### config.mk
export PLATFORM = sky130hd
export DESIGN_NAME = vrc_bank
export DESIGN_NICKNAME = d
export VERILOG_FILES = /design/src/common/vrc_pkg.sv /design/src/design/vrc_bank.sv
export VERILOG_INCLUDE_DIRS = /design/src /design/src/common
export SDC_FILE = /design/constraint.sdc
export NUM_CORES = 1
export LEC_CHECK = 0
export BUFFER_PORTS_ARGS = -buffer_cell sky130_fd_sc_hd__buf_2
export CAP_MARGIN = 20
export CORE_ASPECT_RATIO = 1.2
export CORE_MARGIN = 3
export CORE_UTILIZATION = 50
export CTS_CLUSTER_SIZE = 20
export DETAILED_ROUTE_END_ITERATION = 6
export PLACE_DENSITY_LB_ADDON = 0.15
export REMOVE_ABC_BUFFERS = 1
export SYNTH_ARGS = -nofsm -noshare
export SYNTH_HDL_FRONTEND = slang
export SYNTH_SLANG_ARGS = --single-unit
export TNS_END_PERCENT = 100
### constraint.sdc
create_clock -name clk_i -period 5 [get_ports clk_i]
set_input_delay 1 -clock clk_i [delete_from_list [all_inputs] [get_ports clk_i]]
set_output_delay 1 -clock clk_i [all_outputs]
set_load 0.01 [all_outputs]
### src/common/vrc_cfg.svh
/*
 * Constants of the page-1 configuration bank: offsets, field ranges,
 * write masks, fixed bit values and timing counts.
 * Assumes a 20 MHz core clock and a management-bus decoder that hands
 * over one register access at a time together with the selected page.
 */
// How it works
// RL1 - Hold four 4-bit rail-2 trims for 4,3,2,1-phase operation, 2.3 mV steps.
// RL2 - Decode 3-bit rail-2 stage sense gain; codes above 100 are invalid.
// RL3 - Reserved bits ignore writes and always read as zero.
// RL4 - Each 4-bit select picks slot 18h-1Fh, page 0 for 0-7, page 1 for 8-15.
// RL5 - Select register holds rail-2 droop, rail-2 monitor, rail-1 droop, rail-1 monitor.
// RL6 - Host picks each slot to suit the monitor resistor and gain in use.
// RL7 - The fixed PWM routing register always reads 0xFFFF.
// RL8 - Bit 11 enables imbalance-based faulty phase detection.
// RL9 - A phase held below the low sense limit for the interval is abnormal.
// RL10 - Interval counts 2 us steps when scale bit is one, else 20 us.
// RL11 - Bit 5 sets both rail enable inputs active high or active low.
// RL12 - Bits 4:2 route one of eight sources to the power-good pin.
// RL13 - Bit 0 selects independent or coupled inductor shedding behaviour.
// RL14 - Bit 15 enables blocking of sense ripple detection by input voltage.
// RL15 - Ripple detection is off while input voltage is under 8, 9, 10 or 11 V.
// RL16 - Target under the minimum level ramps that rail to zero, drops power good.
// RL17 - Converter output under the shutdown level puts the rail PWM into Hi-Z.
// RL18 - The Hi-Z shutdown level acts only while slewing down to zero.
// RL19 - Minimum and shutdown levels count in VID steps from the loop control.
// RL20 - Bits 6:0 limit adaptive-bus slew; resolution comes from a separate bit.
// RL21 - Slope register: 5-bit peak, 7-bit current, bits 8:5 fixed to one.
// RL22 - DCM slope register: 4-bit capacitor at 9:6, 6-bit current at 5:0.
// RL23 - Bit 15 of the adaptive setup enables adaptive-voltage bus mode.
// RL24 - Adaptive high and low thresholds are 6-bit fields, 40 mV steps.
// RL25 - Accesses at these offsets reach the bank only with page 1 selected.
`ifndef VRC_CFG_SVH
`define VRC_CFG_SVH

`define VRC_PAGE            1'b1
`define VRC_OFS_SLOPE_PEAK  8'hBF
`define VRC_OFS_TRIMS       8'hC0
`define VRC_OFS_DCM         8'hC1
`define VRC_OFS_SLOT_SEL    8'hC2
`define VRC_OFS_ROUTE       8'hC3
`define VRC_OFS_REDUND      8'hC4
`define VRC_OFS_SHUTDOWN    8'hC5
`define VRC_OFS_SLEW        8'hC6
`define VRC_OFS_AVS         8'hC7

`define VRC_WM_FULL         16'hFFFF
`define VRC_WM_DCM          16'h1FFF
`define VRC_WM_ROUTE        16'h0000
`define VRC_WM_REDUND       16'h0FBD
`define VRC_WM_SLEW         16'h007F
`define VRC_WM_AVS          16'hDFFF
`define VRC_WM_PEAK         16'hFE1F
`define VRC_FIX_ROUTE       16'hFFFF
`define VRC_FIX_REDUND      16'hF000
`define VRC_FIX_AVS         16'h2000
`define VRC_FIX_PEAK        16'h01E0
`define VRC_ZERO16          16'h0000

`define VRC_F_PEAK_LVL      4:0
`define VRC_F_PEAK_CUR      15:9
`define VRC_F_GAIN          12:10
`define VRC_F_CAP           9:6
`define VRC_F_DCM_CUR       5:0
`define VRC_B_IMBAL         11
`define VRC_F_INTERVAL      10:7
`define VRC_B_POLARITY      5
`define VRC_F_PG_SEL        4:2
`define VRC_B_COUPLED       0
`define VRC_B_BLOCK_EN      15
`define VRC_F_BLOCK_TH      14:13
`define VRC_F_MIN_LVL       12:8
`define VRC_F_HIZ_LVL       7:0
`define VRC_F_SLEW          6:0
`define VRC_B_AVS_EN        15
`define VRC_F_AVS_HIGH      11:6
`define VRC_F_AVS_LOW       5:0

`define VRC_BLOCK_BASE_V    5'h08
`define VRC_SLOT_BASE       8'h18
`define VRC_PHASES          4

`define VRC_CLK_PERIOD_NS   50
`define VRC_FAST_STEP_US    2
`define VRC_SLOW_STEP_US    20
`define VRC_FAST_CYC ((`VRC_FAST_STEP_US*1000+`VRC_CLK_PERIOD_NS-1)/`VRC_CLK_PERIOD_NS)
`define VRC_SLOW_CYC ((`VRC_SLOW_STEP_US*1000+`VRC_CLK_PERIOD_NS-1)/`VRC_CLK_PERIOD_NS)

`endif

### src/common/vrc_pkg.sv
/*
 * Types shared by the page-1 configuration bank.
 * Assumes vrc_cfg.svh supplies the constants.
 */
`include "vrc_cfg.svh"
package vrc_pkg;
	typedef logic [15:0] vrc_word_t;
	typedef logic [10:0] vrc_vid_t;
	typedef enum logic [2:0] {
		VRC_PG_FORCE   = 3'h0,
		VRC_PG_FAULT   = 3'h1,
		VRC_PG_RAIL    = 3'h2,
		VRC_PG_OC      = 3'h3,
		VRC_PG_STAGE   = 3'h4,
		VRC_PG_OCWARN  = 3'h5,
		VRC_PG_HOT     = 3'h6,
		VRC_PG_INTERN  = 3'h7
	} vrc_pg_src_t;
	typedef enum logic [2:0] {
		VRC_G5   = 3'h0,
		VRC_G8P5 = 3'h1,
		VRC_G9   = 3'h2,
		VRC_G9P7 = 3'h3,
		VRC_G10  = 3'h4
	} vrc_gain_t;
endpackage

### src/design/vrc_bank.sv
/*
 * Page-1 configuration bank: stored registers BFh, C0h to C2h and C4h to C7h, fixed C3h, and the
 * small amount of logic that those fields steer directly.
 * Assumes a management-bus decoder in the same clock domain that presents
 * one-cycle read or write strobes with page, offset and data; comparator
 * and VID inputs come from core logic, enable pins come from outside.
 */
`include "vrc_cfg.svh"
module vrc_bank
	import vrc_pkg::*;
(
	input  wire logic                     clk_i,
	input  wire logic                     reset_i,
	input  wire logic                     reg_wr_i,
	input  wire logic                     reg_rd_i,
	input  wire logic                     reg_page_i,
	input  wire logic [7:0]               reg_addr_i,
	input  wire logic [15:0]              reg_wdata_i,
	output logic      [15:0]              reg_rdata_o,
	output logic                          reg_rd_valid_o,
	input  wire logic [1:0]               rail_en_pin_i,
	input  wire logic [`VRC_PHASES-1:0]   phase_cs_low_i,
	input  wire logic                     detect_time_scale_select_i,
	input  wire logic                     pin_force_level_i,
	input  wire logic                     fault_flag_n_i,
	input  wire logic                     rail_sel_good_i,
	input  wire logic                     overcurrent_flag_n_i,
	input  wire logic                     power_stage_fault_n_i,
	input  wire logic                     overcurrent_warn_n_i,
	input  wire logic                     regulator_hot_n_i,
	input  wire logic                     internal_good_i,
	input  wire logic [4:0]               vin_volts_i,
	input  wire logic [1:0]               voltage_code_step_i,
	input  wire logic [1:0][10:0]         target_vid_i,
	input  wire logic [1:0][10:0]         dac_vid_i,
	input  wire logic [1:0]               slewing_to_zero_i,
	input  wire logic                     slew_resolution_bit_i,
	output logic      [1:0]               rail_enable_o,
	output logic      [`VRC_PHASES-1:0]   phase_abnormal_o,
	output logic                          good_pin_o,
	output logic                          ripple_detect_enable_o,
	output logic      [1:0]               rail_ramp_off_o,
	output logic      [1:0]               rail_good_block_o,
	output logic      [1:0]               pwm_hiz_o,
	output logic      [15:0]              rail2_trims_o,
	output logic      [7:0]               rail2_sense_gain_o,
	output logic                          sense_gain_valid_o,
	output logic      [3:0]               slot_page_o,
	output logic      [3:0][7:0]          slot_addr_o,
	output logic                          inductor_coupled_o,
	output logic                          adaptive_bus_enable_o,
	output logic      [5:0]               adaptive_high_threshold_o,
	output logic      [5:0]               adaptive_low_threshold_o,
	output logic      [6:0]               transition_slew_limit_o,
	output logic                          slew_resolution_o,
	output logic      [4:0]               rail2_slope_peak_level_o,
	output logic      [6:0]               rail2_slope_current_qty_o,
	output logic      [3:0]               slope_capacitor_value_o,
	output logic      [5:0]               dcm_current_source_o
);

	typedef struct packed {
		vrc_word_t                  peak;
		vrc_word_t                  trims;
		vrc_word_t                  dcm;
		vrc_word_t                  slot_sel;
		vrc_word_t                  redund;
		vrc_word_t                  shutdown;
		vrc_word_t                  slew;
		vrc_word_t                  avs;
		logic [15:0]                rdata;
		logic                       rd_valid;
		logic [1:0]                 en_s1;
		logic [1:0]                 en_s2;
		logic [1:0]                 en_s3;
		logic [1:0]                 en_level;
		logic [`VRC_PHASES-1:0][8:0] pre_cnt;
		logic                       tick_scale;
		logic [`VRC_PHASES-1:0][3:0] ph_cnt;
		logic [`VRC_PHASES-1:0]     abnormal;
		logic [1:0]                 rail_en;
		logic                       good_pin;
		logic                       ripple_en;
		logic [1:0]                 ramp_off;
		logic [1:0]                 hiz;
		logic [7:0]                 gain;
		logic                       gain_valid;
		logic [3:0][7:0]            slot_addr;
		logic [3:0]                 slot_page;
		logic                       slew_res;
	} vrc_state_t;

	vrc_state_t st;
	vrc_state_t next_st;

	logic [8:0]  tick_last;
	logic        sel_page;
	vrc_word_t   rd_word;
	vrc_word_t   wr_masked;
	vrc_vid_t    min_level [2];
	vrc_vid_t    hiz_level [2];
	logic [4:0]  block_th;

	assign sel_page  = (reg_page_i == `VRC_PAGE);
	assign tick_last = st.tick_scale ? 9'(`VRC_FAST_CYC - 1)
	                                 : 9'(`VRC_SLOW_CYC - 1);
	assign block_th  = `VRC_BLOCK_BASE_V + 5'(st.shutdown[`VRC_F_BLOCK_TH]);

	// Both levels scale by the Voltage_code_step so they compare in base units.
	always_comb begin
		for (int r = 0; r < 2; r++) begin
			min_level[r] = 11'(st.shutdown[`VRC_F_MIN_LVL])
			               << voltage_code_step_i; // [RL19]
			hiz_level[r] = 11'(st.shutdown[`VRC_F_HIZ_LVL])
			               << voltage_code_step_i; // [RL19]
		end
	end

	// Read value: stored writable bits merged with fixed bits.
	always_comb begin
		case (reg_addr_i)
			`VRC_OFS_SLOPE_PEAK: rd_word = st.peak | `VRC_FIX_PEAK; // [RL21]
			`VRC_OFS_TRIMS:      rd_word = st.trims;
			`VRC_OFS_DCM:        rd_word = st.dcm;
			`VRC_OFS_SLOT_SEL:   rd_word = st.slot_sel;
			`VRC_OFS_ROUTE:      rd_word = `VRC_FIX_ROUTE; // [RL7]
			`VRC_OFS_REDUND:     rd_word = st.redund | `VRC_FIX_REDUND;
			`VRC_OFS_SHUTDOWN:   rd_word = st.shutdown;
			`VRC_OFS_SLEW:       rd_word = st.slew;
			`VRC_OFS_AVS:        rd_word = st.avs | `VRC_FIX_AVS;
			default:             rd_word = `VRC_ZERO16;
		endcase
	end

	// Write value: reserved and fixed positions are dropped here.
	always_comb begin
		case (reg_addr_i)
			`VRC_OFS_SLOPE_PEAK: wr_masked = reg_wdata_i & `VRC_WM_PEAK;
			`VRC_OFS_DCM:        wr_masked = reg_wdata_i & `VRC_WM_DCM;
			`VRC_OFS_ROUTE:      wr_masked = reg_wdata_i & `VRC_WM_ROUTE;
			`VRC_OFS_REDUND:     wr_masked = reg_wdata_i & `VRC_WM_REDUND;
			`VRC_OFS_SLEW:       wr_masked = reg_wdata_i & `VRC_WM_SLEW;
			`VRC_OFS_AVS:        wr_masked = reg_wdata_i & `VRC_WM_AVS;
			default:             wr_masked = reg_wdata_i & `VRC_WM_FULL;
		endcase // [RL3]
	end

	always_comb begin
		next_st = st;

		// Register access, honoured only with page 1 selected.
		next_st.rd_valid = reg_rd_i;
		if (reg_rd_i) begin
			next_st.rdata = sel_page ? rd_word : `VRC_ZERO16; // [RL25]
		end
		if (reg_wr_i && sel_page) begin // [RL25]
			case (reg_addr_i)
				`VRC_OFS_SLOPE_PEAK: next_st.peak     = wr_masked; // [RL21]
				`VRC_OFS_TRIMS:      next_st.trims    = wr_masked; // [RL1]
				`VRC_OFS_DCM:        next_st.dcm      = wr_masked; // [RL22]
				`VRC_OFS_SLOT_SEL:   next_st.slot_sel = wr_masked; // [RL5]
				`VRC_OFS_REDUND:     next_st.redund   = wr_masked;
				`VRC_OFS_SHUTDOWN:   next_st.shutdown = wr_masked;
				`VRC_OFS_SLEW:       next_st.slew     = wr_masked; // [RL20]
				`VRC_OFS_AVS:        next_st.avs      = wr_masked; // [RL24]
				default:             next_st.avs      = st.avs;
			endcase
		end

		// Enable pins: a change counts once the second and third agree.
		next_st.en_s1 = rail_en_pin_i;
		next_st.en_s2 = st.en_s1;
		next_st.en_s3 = st.en_s2;
		for (int r = 0; r < 2; r++) begin
			if (st.en_s2[r] == st.en_s3[r]) begin
				next_st.en_level[r] = st.en_s3[r];
			end
		end
		next_st.rail_en = st.en_level
		                  ^ {2{st.redund[`VRC_B_POLARITY]}}; // [RL11]

		// Each phase times its own low spell from its start, so a phase is
		// flagged only after the whole interval has passed.
		// A change of step scale restarts the step timers.
		next_st.tick_scale = detect_time_scale_select_i;
		for (int p = 0; p < `VRC_PHASES; p++) begin
			if (!phase_cs_low_i[p] || !st.redund[`VRC_B_IMBAL]) begin
				next_st.pre_cnt[p] = 9'h000;
				next_st.ph_cnt[p]  = 4'h0; // [RL8]
			end else if (st.tick_scale != detect_time_scale_select_i) begin
				next_st.pre_cnt[p] = 9'h000;
			end else if (st.pre_cnt[p] == tick_last) begin
				next_st.pre_cnt[p] = 9'h000; // [RL10]
				if (st.ph_cnt[p] < st.redund[`VRC_F_INTERVAL]) begin
					next_st.ph_cnt[p] = st.ph_cnt[p] + 4'h1; // [RL9]
				end
			end else begin
				next_st.pre_cnt[p] = st.pre_cnt[p] + 9'h001; // [RL10]
			end
			next_st.abnormal[p] = st.redund[`VRC_B_IMBAL] &&
			                      phase_cs_low_i[p] &&
			                      st.ph_cnt[p] >=
			                      st.redund[`VRC_F_INTERVAL]; // [RL9]
		end

		// Power-good pin source.
		case (vrc_pg_src_t'(st.redund[`VRC_F_PG_SEL]))
			VRC_PG_FORCE:  next_st.good_pin = pin_force_level_i; // [RL12]
			VRC_PG_FAULT:  next_st.good_pin = fault_flag_n_i;
			VRC_PG_RAIL:   next_st.good_pin = rail_sel_good_i;
			VRC_PG_OC:     next_st.good_pin = overcurrent_flag_n_i;
			VRC_PG_STAGE:  next_st.good_pin = power_stage_fault_n_i;
			VRC_PG_OCWARN: next_st.good_pin = overcurrent_warn_n_i;
			VRC_PG_HOT:    next_st.good_pin = regulator_hot_n_i;
			VRC_PG_INTERN: next_st.good_pin = internal_good_i;
			default:       next_st.good_pin = internal_good_i;
		endcase

		next_st.ripple_en = !(st.shutdown[`VRC_B_BLOCK_EN] && // [RL14]
		                      vin_volts_i < block_th); // [RL15]

		for (int r = 0; r < 2; r++) begin
			next_st.ramp_off[r] = target_vid_i[r] < min_level[r]; // [RL16]
			next_st.hiz[r]      = slewing_to_zero_i[r] && // [RL18]
			                      dac_vid_i[r] < hiz_level[r]; // [RL17]
		end

		// Sense gain in tenths of a microamp per amp.
		next_st.gain_valid = 1'b1;
		case (vrc_gain_t'(st.dcm[`VRC_F_GAIN]))
			VRC_G5:   next_st.gain = 8'h32; // [RL2]
			VRC_G8P5: next_st.gain = 8'h55;
			VRC_G9:   next_st.gain = 8'h5A;
			VRC_G9P7: next_st.gain = 8'h61;
			VRC_G10:  next_st.gain = 8'h64;
			default: begin
				next_st.gain       = 8'h00;
				next_st.gain_valid = 1'b0;
			end
		endcase

		// Backup slot decode: top bit gives the page, low three the slot.
		for (int s = 0; s < 4; s++) begin
			next_st.slot_page[s] = st.slot_sel[4*s+3]; // [RL4]
			next_st.slot_addr[s] = `VRC_SLOT_BASE
			                       + 8'(st.slot_sel[4*s +: 3]); // [RL4]
		end

		next_st.slew_res = slew_resolution_bit_i; // [RL20]
	end

	always_ff @(posedge clk_i) begin
		if (reset_i) begin
			st          <= '0;
			st.en_level <= 2'h0;
		end else begin
			st <= next_st;
		end
	end

	assign reg_rdata_o               = st.rdata;
	assign reg_rd_valid_o            = st.rd_valid;
	assign rail_enable_o             = st.rail_en;
	assign phase_abnormal_o          = st.abnormal;
	assign good_pin_o                = st.good_pin;
	assign ripple_detect_enable_o    = st.ripple_en;
	assign rail_ramp_off_o           = st.ramp_off;
	assign rail_good_block_o         = st.ramp_off; // [RL16]
	assign pwm_hiz_o                 = st.hiz;
	assign rail2_trims_o             = st.trims; // [RL1]
	assign rail2_sense_gain_o        = st.gain;
	assign sense_gain_valid_o        = st.gain_valid;
	assign slot_page_o               = st.slot_page;
	assign slot_addr_o               = st.slot_addr;
	assign inductor_coupled_o        = st.redund[`VRC_B_COUPLED]; // [RL13]
	assign adaptive_bus_enable_o     = st.avs[`VRC_B_AVS_EN]; // [RL23]
	assign adaptive_high_threshold_o = st.avs[`VRC_F_AVS_HIGH]; // [RL24]
	assign adaptive_low_threshold_o  = st.avs[`VRC_F_AVS_LOW];
	assign transition_slew_limit_o   = st.slew[`VRC_F_SLEW];
	assign slew_resolution_o         = st.slew_res;
	assign rail2_slope_peak_level_o  = st.peak[`VRC_F_PEAK_LVL];
	assign rail2_slope_current_qty_o = st.peak[`VRC_F_PEAK_CUR];
	assign slope_capacitor_value_o   = st.dcm[`VRC_F_CAP];
	assign dcm_current_source_o      = st.dcm[`VRC_F_DCM_CUR]; // [RL22]
endmodule // vrc_bank

After elaboration in Yosys (flattened, before gate mapping)
Index checks and enable logic that the tools add are counted.
W data, S select, Z words.
- register bits: 260
- input bits: 98
- output and inout port bits: 136
- logic and storage cells: 147
- add/sub/neg operators: 13
- magnitude comparators: 13
- eq/ne operators: 27
- shifts and indexed selects: 2
- muxes and demuxes: 7
- bitwise gates (word level): 2
- reduce and logical (&&, ||, !) cells: 45
- operators with widths (kind ; number):
    $pmux W16 S9 ; 1
    $pmux W16 S6 ; 1
    $eq A8 B8 Y1 const B ; 9
    $lt A11 B11 Y1 ; 4
    $add A9 B1 Y9 const B ; 4
    $eq A9 B9 Y1 ; 4
    $pmux W7 S5 ; 1
    $add A5 B3 Y6 const A ; 4
    $add A4 B1 Y4 const B ; 4
    $ge A4 B4 Y1 ; 4
    $lt A4 B4 Y1 ; 4
    $mux W16 ; 1
    $reduce_and A2 Y1 ; 8
    $reduce_or A4 Y1 ; 4
    $eq A3 B3 Y1 const B ; 5
    $eq A3 B2 Y1 const B ; 4
    $logic_and A1 B1 Y1 ; 12
    $reduce_and A3 Y1 ; 4
    $shl A5 B2 Y11 ; 1
    $shl A8 B2 Y11 ; 1
    $mux W9 ; 1
    $pmux W1 S8 ; 1
    $reduce_or A2 Y1 ; 4
    $eq A3 B1 Y1 const B ; 2
    other kinds (11) ; 21

Logic depth before layout (Yosys ltp)
Gate-level depths: netlist (run 1).
- depth in word-level cells: 4
- depth in mapped cells: 10
- gate-level depth less buffers: 9

Worst setup path before layout (run 1)
OpenSTA, ideal clock, no wires.
- path type: input-to-reg
- start point: in voltage_code_step_i[0]
- end point: reg st (netlist bit pwm_hiz_o[0])
- library setup time: 0.059 ns
- arrival: 3.031 ns
- required time: 4.941 ns
- slack: 1.910 ns
- cell stages on the path: 10
- path buffers: 2
- path through: clkbuf_1 > buf_1 > mux2i_1 > nor2_1 > a21oi_1 > ha_1 > o21ai_0 > a21oi_1 > a2111oi_0 > o311a_1
- longest elaborated chain between the ends: 3
- ends and longest elaborated chain (element ; RTL line ; source):
    start, declared ; vrc_bank.sv:33 ; input wire logic [1:0] voltage_code_step_i,
    $shl A8 B2 Y11 ; vrc_bank.sv:114 ; hiz_level[r] = 11'(st.shutdown[`VRC_F_HIZ_LVL])
    $lt A11 B11 Y1 ; vrc_bank.sv:225 ; dac_vid_i[r] < hiz_level[r];
    $logic_and A1 B1 Y1 ; vrc_bank.sv:224 ; next_st.hiz[r] = slewing_to_zero_i[r] &&
    end signal, assigned ; vrc_bank.sv:257 ; st <= next_st;
    end, declared ; vrc_bank.sv:93 ; vrc_state_t st;
Every way passes these cells.
A chain may end at the register's enable or synchronous reset.

Final worst setup path (run 1)
- start point: in reg_addr_i[1]
- end point: reg st[165] (netlist name)
- longest elaborated chain between the ends: 2
- elaborated cells between the ends (all ways): 8
- those cells by class: eq/ne: 6; mux: 1; reduce/logical: 1
- ends and longest elaborated chain (element ; RTL line ; source):
    start, declared ; vrc_bank.sv:17 ; input wire logic [7:0] reg_addr_i,
    $eq A8 B8 Y1 (on tied branches) ; vrc_bank.sv:137, vrc_bank.sv:157 ;
    $pmux W16 S6 / $reduce_and A2 Y1 (equally long branches) ; n/a ;
Several ways; a longest one is shown, not always the timed one.

==> summary.md, run 1 <==
| Metric | Value |
|---|---|
| Worst Hold End | next_st[114] |
| Synth Flop Type | dfxtp_1 |
| Worst EP required | 5.41 ns |
| Vias | 10600 |
| Via/cell ratio | 5.63 |
| HP Class | register to register |
| RSZ-0062 raised after global routing | false |
| Final setup violation count | 0 |
| CTS Buffer Depth | 3 |
| First-pass GRT wire length | 54000 µm |
| Post-route cell area | 0.0135 mm² |
| HP Start | next_st[116] |
| Worst Path Buf+Inv | 1 |
| Most common cell after layout, fill and taps aside | dfxtp_1 |
| Reg clk slew, reported paths | 0.06 ns |
| # IOs | 234 |
| Wl on met1 | 15600 µm |
| Dpl hpwl | 25900 µm |
| Layout cell share with drive strength beyond 1 | 0.203 |
| Syn avg cell area | 8.35 µm² |
| Post-CTS setup buffers | 0 |
| Wire per inst | 18.7 µm |
| DR WL met2 | 15700 µm |
| Final Max Tran Viols | 0 |
| Row count | 62 |
| Worst rel slew slack | 0.328 |
| Yosys warns | 0 |
| CTS H-Tree Depth | 1 |
| Initial antenna violation count | 0 |
| Leakage dissipation | 5.51 nW |
| Worst Setup Start Kind | input port |
| PortBufs | 220 |
| Post-synthesis async set-or-reset flop share | 0 |
| PD cells | 294 mW/mm² |
| Max Fclk | 322 MHz |
| Critical path startpoint | reg_addr_i[1] |
| Final Critical Period | 3.10 ns |
| Flop2flop setup slack | 2.89 ns |
| Clock Tree Root | clkbuf_16 |
| TritonCTS buffer count | 24 |
| Core area | 0.0240 mm² |
| Final hold vios | 0 |
| Final cycle utilization of the critical path | 0.621 |
| Placer Congestion | 0.958 |
| Reg2reg start | st[74] |
| Largest net degree at the start of global routing | 62 |
| Reg2reg end | st[65] |
| Routed Antenna Nets | 0 |
| Status | finished clean |
| Seq/Total Area, Yosys | 0.385 |
| Crit-path slowest cell | nor2b_1 |
| Cell family with most CP delay | simple AND/OR/NAND/NOR gates |
| Post-synthesis cell type count | 74 |
| Synth-to-Final Area Change | 10.3% |
| FF-to-FF path depth | 4 |
| Final WL | 35100 µm |
| Slowest stage delay, CP | 0.65 ns |
| Syn Inst Count | 1461 |
| CTS tree | yes |
| Routed wl met3 | 2750 µm |
| VDD IR max | 0.221 mV |
| Clk_lat worst skew | 0.52 ns |
| Fin util | 0.561 |
| Number of max-cap violations | 0 |
| Arrival @ worst endpoint | 3.51 ns |
| Mapped Area | 0.0122 mm² |
| Max layer used | met4 |
| Gr ovfl total | 0 |
| Clock Skew | 0.0103 ns |
| Die height | 177 µm |
| Ant. Diodes | 0 |
| Most frequent cells in the layout | dfxtp_1 (235), buf_2 (219), nor2_1 (195) |
| Die Wd | 149 µm |
| Gates resized, CTS repair | 0 |
| Worst Setup Path Type | input port to register |
| Die area | 0.0263 mm² |
| Gr usage total | 0.256 |
| EDFF count, synth | 0 |
| # DRC | 0 |
| Worst Path Max Fanout | 23 |
| Vias in the first global route | 9681 |
| Cell depth of the worst hold path | 1 |
| Initial DRC count | 865 |
| TritonCTS Sinks | 235 |
| Worst-path cell chain | buf_2 -> nor2b_1 -> nand2_1 -> nor3_4 -> nor2_1 -> and2_1 |
| First-pass DRT Iterations | 7 |
| Placed cell area | 0.0126 mm² |
| Final net count | 1694 |
| Slew @ Worst Pin | 0.997 ns |
| Seq cells post-synth | 235 |
| Hold buffers post-CTS | 0 |
| CP endpoint kind | register |
| Hold WS | 0.436 ns |
| Initial Util | 0.509 |
[cells by family after synthesis]
logic type      count (synthesis)  synth area share
compound gates                309             0.158
xor+xnor                       35            0.0251
fa+ha+maj                      59            0.0605
buf+inv                       231             0.113
flops                         235             0.385
mux                            44            0.0398
other cells                     1          0.000307
simple gates                  547             0.218
[Yosys cell counts (all sizes together), types with 4 or more instances]
master / count / area (µm²)
and2: 12 / 75.1
o21a: 4 / 30.0
a211oi: 7 / 52.6
buf: 151 / 1070
xor2: 13 / 114
o21ai: 60 / 300
o22ai: 4 / 25.0
nor2b: 44 / 275
or2: 7 / 43.8
or4: 4 / 30.0
o41ai: 4 / 57.6
nand4: 23 / 156
and4: 5 / 43.8
nor4b: 4 / 47.6
nand2: 129 / 489
a21oi: 141 / 709
nand3: 57 / 285
a21o: 5 / 37.5
a22oi: 11 / 82.6
mux2i: 35 / 350
nor2: 196 / 738
and4b: 6 / 60.1
dfxtp: 235 / 4700
clkbuf: 49 / 184
or3: 6 / 47.5
ha: 59 / 738
and3: 12 / 75.1
a2111oi: 7 / 61.3
mux2: 6 / 67.6
nand2b: 6 / 37.5
xnor2: 22 / 193
a211o: 7 / 61.3
inv: 30 / 113
nor3: 21 / 136
a221oi: 4 / 35.0
a31oi: 8 / 50.1
a22o: 12 / 105
o31ai: 8 / 60.1
[cell type report]
class	count	area, µm²
clock buffer	34	709
clock inverter	9	101
fill	2256	10500
inverter	31	116
multi-input combinational	1007	6180
sequential	235	4700
tap	320	400
timing repair buffer	238	1240
[sequential cells by signal (all words and copies together) (netlist names), 7 cells and up]
signal and cells:
next_st 8, transition_slew_limit_o 7, rail2_trims_o 16, rail2_slope_current_qty_o 7, rail2_sense_gain_o 7, st 113
slot_addr_o 13, reg_rdata_o 16
[how the worst max path moves through the flow]
stage,to,slack [ns],depth (start not counted)
finish,st[165],1.90,6
global placement,st[160],1.37,6
CTS,st[165],1.93,6
floorplan,st[229],-0.32,3
global route,st[164],1.68,6
detailed placement,st[160],1.41,6
[worst register-to-register path, cell delays in order (launching register included)]
cell and delay [ns]:
dfxtp_1 0.59, xor2_1 0.33, or3_1 0.50, or4_1 0.48
a21oi_1 0.14
[stage by stage]
step                power [mW]  worst slack, ns  TNS [ns]  std cells
CTS                       4.00             1.93         0       1874
global route              4.10             1.68         0       1874
finish                    3.96             1.90         0       1874
detailed placement        2.16             1.41         0       1831
global placement          2.16             1.37         0       1831
floorplan                 2.02           -0.319    -12.29       1273
[report_power, final]
| part | internal [mW] | total, mW | switching (mW) |
|---|---|---|---|
| Combinational | 0.0783 | 0.235 | 0.157 |
| Clock | 1.09 | 1.84 | 0.752 |
| Sequential | 1.88 | 1.88 | 0.00440 |
| Total | 3.05 | 3.96 | 0.913 |
[routing by layer]
layer,vias to the layer above,GRT usage
li1,5126,-
met1,4906,0.368
met2,450,0.401
met3,68,0.0313
met4,0,0.0832
met5,-,0
Power figures use the tool's default switching activity.
==> run 2: changes to the inputs <==
Clock period 5 ns to 2.8 ns, I/O delays scaled along.
==> run 2 against run 1 <==
Against the previous run: clock skew about the same; final area up 2.9%; sequential power up 79%; non-clock buffer count up 38; register-to-register slack worse by 2.2 ns; clock power up 93%; routed wire length about the same; sequential share of layout area down 0.97 points; critical path depth up 1; global-route usage up 0.10 points; via count up 0.42%.
==> summary.md, run 2 (synthesis results as in run 1) <==
| Metric | Value |
|---|---|
| Status | finished clean (unchanged) |
| Hold buffers post-CTS | 0 (unchanged) |
| Worst-path cell chain | mux2_2 -> o21ai_0 -> ha_1 -> o21ai_0 -> a21oi_1 -> a2111oi_0 -> o311a_1 (was buf_2 -> nor2b_1 -> nand2_1 -> nor3_4 -> nor2_1 -> and2_1) |
| Final setup violation count | 0 (unchanged) |
| Crit-path slowest cell | a2111oi_0 (was nor2b_1) |
| PortBufs | 220 (unchanged) |
| Worst Path Buf+Inv | 0 (was 1) |
| Core area | 0.0240 mm² (unchanged) |
| Worst rel slew slack | 0.542 (was 0.328) |
| VDD IR max | 0.436 mV (was 0.221 mV) |
| Worst Hold End | slew_resolution_o (was next_st[114]) |
| Cell family with most CP delay | compound AO/OA/AOI/OAI gates (was simple AND/OR/NAND/NOR gates) |
| Final hold vios | 0 (unchanged) |
| Sw frac | 0.226 (was 0.231) |
| CTS tree | yes (unchanged) |
| PD cells | 533 mW/mm² (was 294 mW/mm²) |
| Total power | 7.37 mW (was 3.96 mW) |
| Synth-to-Final Area Change | 13.4% (was 10.3%) |
| Number of flip-flops in the largest register | 113 (unchanged) |
| Flop2flop setup slack | 0.70 ns (was 2.89 ns) |
| Worst Path Max Fanout | 4 (was 23) |
| FF-to-FF path depth | 7 (was 4) |
| Worst Setup Start Kind | register (was input port) |
| Slowest stage delay, CP | 0.54 ns (was 0.65 ns) |
| Finished Layout Cells | 1913 (was 1874) |
| Placed cell area | 0.0130 mm² (was 0.0126 mm²) |
| Initial antenna violation count | 0 (unchanged) |
| Setup TNS | 0 ns (unchanged) |
| Clk_lat worst skew | 0.53 ns (was 0.52 ns) |
| Ant. Diodes | 0 (unchanged) |
| Post-CTS setup buffers | 0 (unchanged) |
| Via/cell ratio | 5.54 (was 5.63) |
| Vias | 10600 (about the same) |
| Final Critical Period | 2.10 ns |
| Register share of total power | 0.456 (was 0.476) |
| Placer Congestion | 0.954 (was 0.958) |
| # DRC | 0 (unchanged) |
| Most common cell after layout, fill and taps aside | dfxtp_1 (unchanged) |
| Worst EP required | 3.27 ns (was 5.41 ns) |
| RSZ-0062 raised after global routing | false (unchanged) |
| Routed Antenna Nets | 0 (unchanged) |
| Final WL | 35100 µm (about the same) |
| CP endpoint kind | register (unchanged) |
| Final cycle utilization of the critical path | 0.751 |
| Largest net degree at the start of global routing | 147 (was 62) |
| Initial DRC count | 810 (was 865) |
| First-pass DRT Iterations | 5 (was 7) |
| Final Max Tran Viols | 0 (unchanged) |
| Leakage dissipation | 5.74 nW (was 5.51 nW) |
| Die height | 177 µm (unchanged) |
| Wire per inst | 18.3 µm (was 18.7 µm) |
| Row count | 62 (unchanged) |
| Clock Skew | 0.0100 ns (was 0.0103 ns) |
| Max Fclk | 475 MHz |
| HP Start | slew_resolution_bit_i (was next_st[116]) |
| Clock Tree Root | clkbuf_16 (unchanged) |
| HP Class | input port to register (was register to register) |
| CTS H-Tree Depth | 1 (unchanged) |
| Final net count | 1733 (was 1694) |
| Reg2reg start | st[170] (was st[74]) |
| TritonCTS buffer count | 25 (was 24) |
| Reg clk slew, reported paths | 0.06 ns (about the same) |
| Layout cell share with drive strength beyond 1 | 0.224 (was 0.203) |
| Clock share of power | 0.483 (was 0.465) |
| Cell depth of the worst hold path | 2 (was 1) |
| Register with the most flip-flops | st (unchanged) |
| Most frequent cells in the layout | dfxtp_1 (235), buf_2 (219), nor2_1 (195) (unchanged) |
| Worst Setup Path Type | register to register (was input port to register) |
| Reg2reg end | pwm_hiz_o[0] (was st[65]) |
| Gates resized, CTS repair | 0 (unchanged) |
| Switching pwr | 1.67 mW (was 0.913 mW) |
| First-pass GRT wire length | 54400 µm (was 54000 µm) |
| CTS Buffer Depth | 3 (unchanged) |
| TritonCTS Sinks | 235 (unchanged) |
| Gr ovfl total | 0 (unchanged) |
| Slew @ Worst Pin | 0.685 ns (was 0.997 ns) |
| Critical path startpoint | st[170] (was reg_addr_i[1]) |
| Vias in the first global route | 9961 (was 9681) |
| # IOs | 234 (unchanged) |
| Number of max-cap violations | 0 (unchanged) |
| Die Wd | 149 µm (unchanged) |
| Cell Int Power | 5.70 mW (was 3.05 mW) |
| Dpl hpwl | 25900 µm (about the same) |
| DP Cell Count | 1869 (was 1831) |
| Combinational share of power | 0.061 (was 0.059) |
| Post-route cell area | 0.0138 mm² (was 0.0135 mm²) |
| Arrival @ worst endpoint | 2.58 ns (was 3.51 ns) |
| Initial Util | 0.509 (unchanged) |
| Die area | 0.0263 mm² (unchanged) |
| Gr usage total | 0.257 (was 0.256) |
| CP most frequent cell | o21ai_0 |
-- run 2: power by group through the flow --
stage	clock (mW)	sequential (mW)	combinational, mW
CTS	3.62	3.36	0.448
floorplan	0	3.45	0.163
finish	3.56	3.36	0.453
global route	3.74	3.36	0.493
detailed placement	0	3.44	0.446
global placement	0	3.44	0.443
-- run 2: stage by stage --
stage / setup slack, ns / hold slack (ns) / util
after floorplan: -2.08 / 0.414 / -
after global placement: 0.226 / 0.418 / 0.540
after detailed placement: 0.187 / 0.429 / 0.540
after CTS: 0.692 / 0.224 / 0.577
after global routing: 0.543 / 0.243 / 0.577
final: 0.696 / 0.242 / 0.577
-- run 2: worst max path at each step --
stage                    to  depth (start not counted)
3_5_place_dp   pwm_hiz_o[0]                          8
4_1_cts        pwm_hiz_o[0]                          7
6_report       pwm_hiz_o[0]                          7
3_3_place_gp   pwm_hiz_o[0]                          8
5_1_grt        pwm_hiz_o[0]                          7
2_1_floorplan       st[229]                          3
-- run 2: worst register-to-register path, stage by stage, from the launching register on --
cell,delay [ns]
dfxtp_1,0.35
mux2_2,0.29
o21ai_0,0.24
ha_1,0.28
o21ai_0,0.07
a21oi_1,0.07
a2111oi_0,0.54
o311a_1,0.21
-- run 2: cell type report --
class	instances	area (µm²)
clock buffer	34	729
clock inverter	10	156
fill	2229	10100
inverter	31	116
multi-input combinational	1007	6180
sequential	235	4700
tap	320	400
timing repair buffer	276	1550
-- run 2: per-layer routing --
metal / global-route usage / up-vias / share of wire
met5: 0 / - / 0
met2: 0.407 / 445 / 0.45
met1: 0.354 / 4895 / 0.45
li1: - / 5178 / -
met4: 0.0959 / 0 / 0.034
met3: 0.0410 / 76 / 0.072
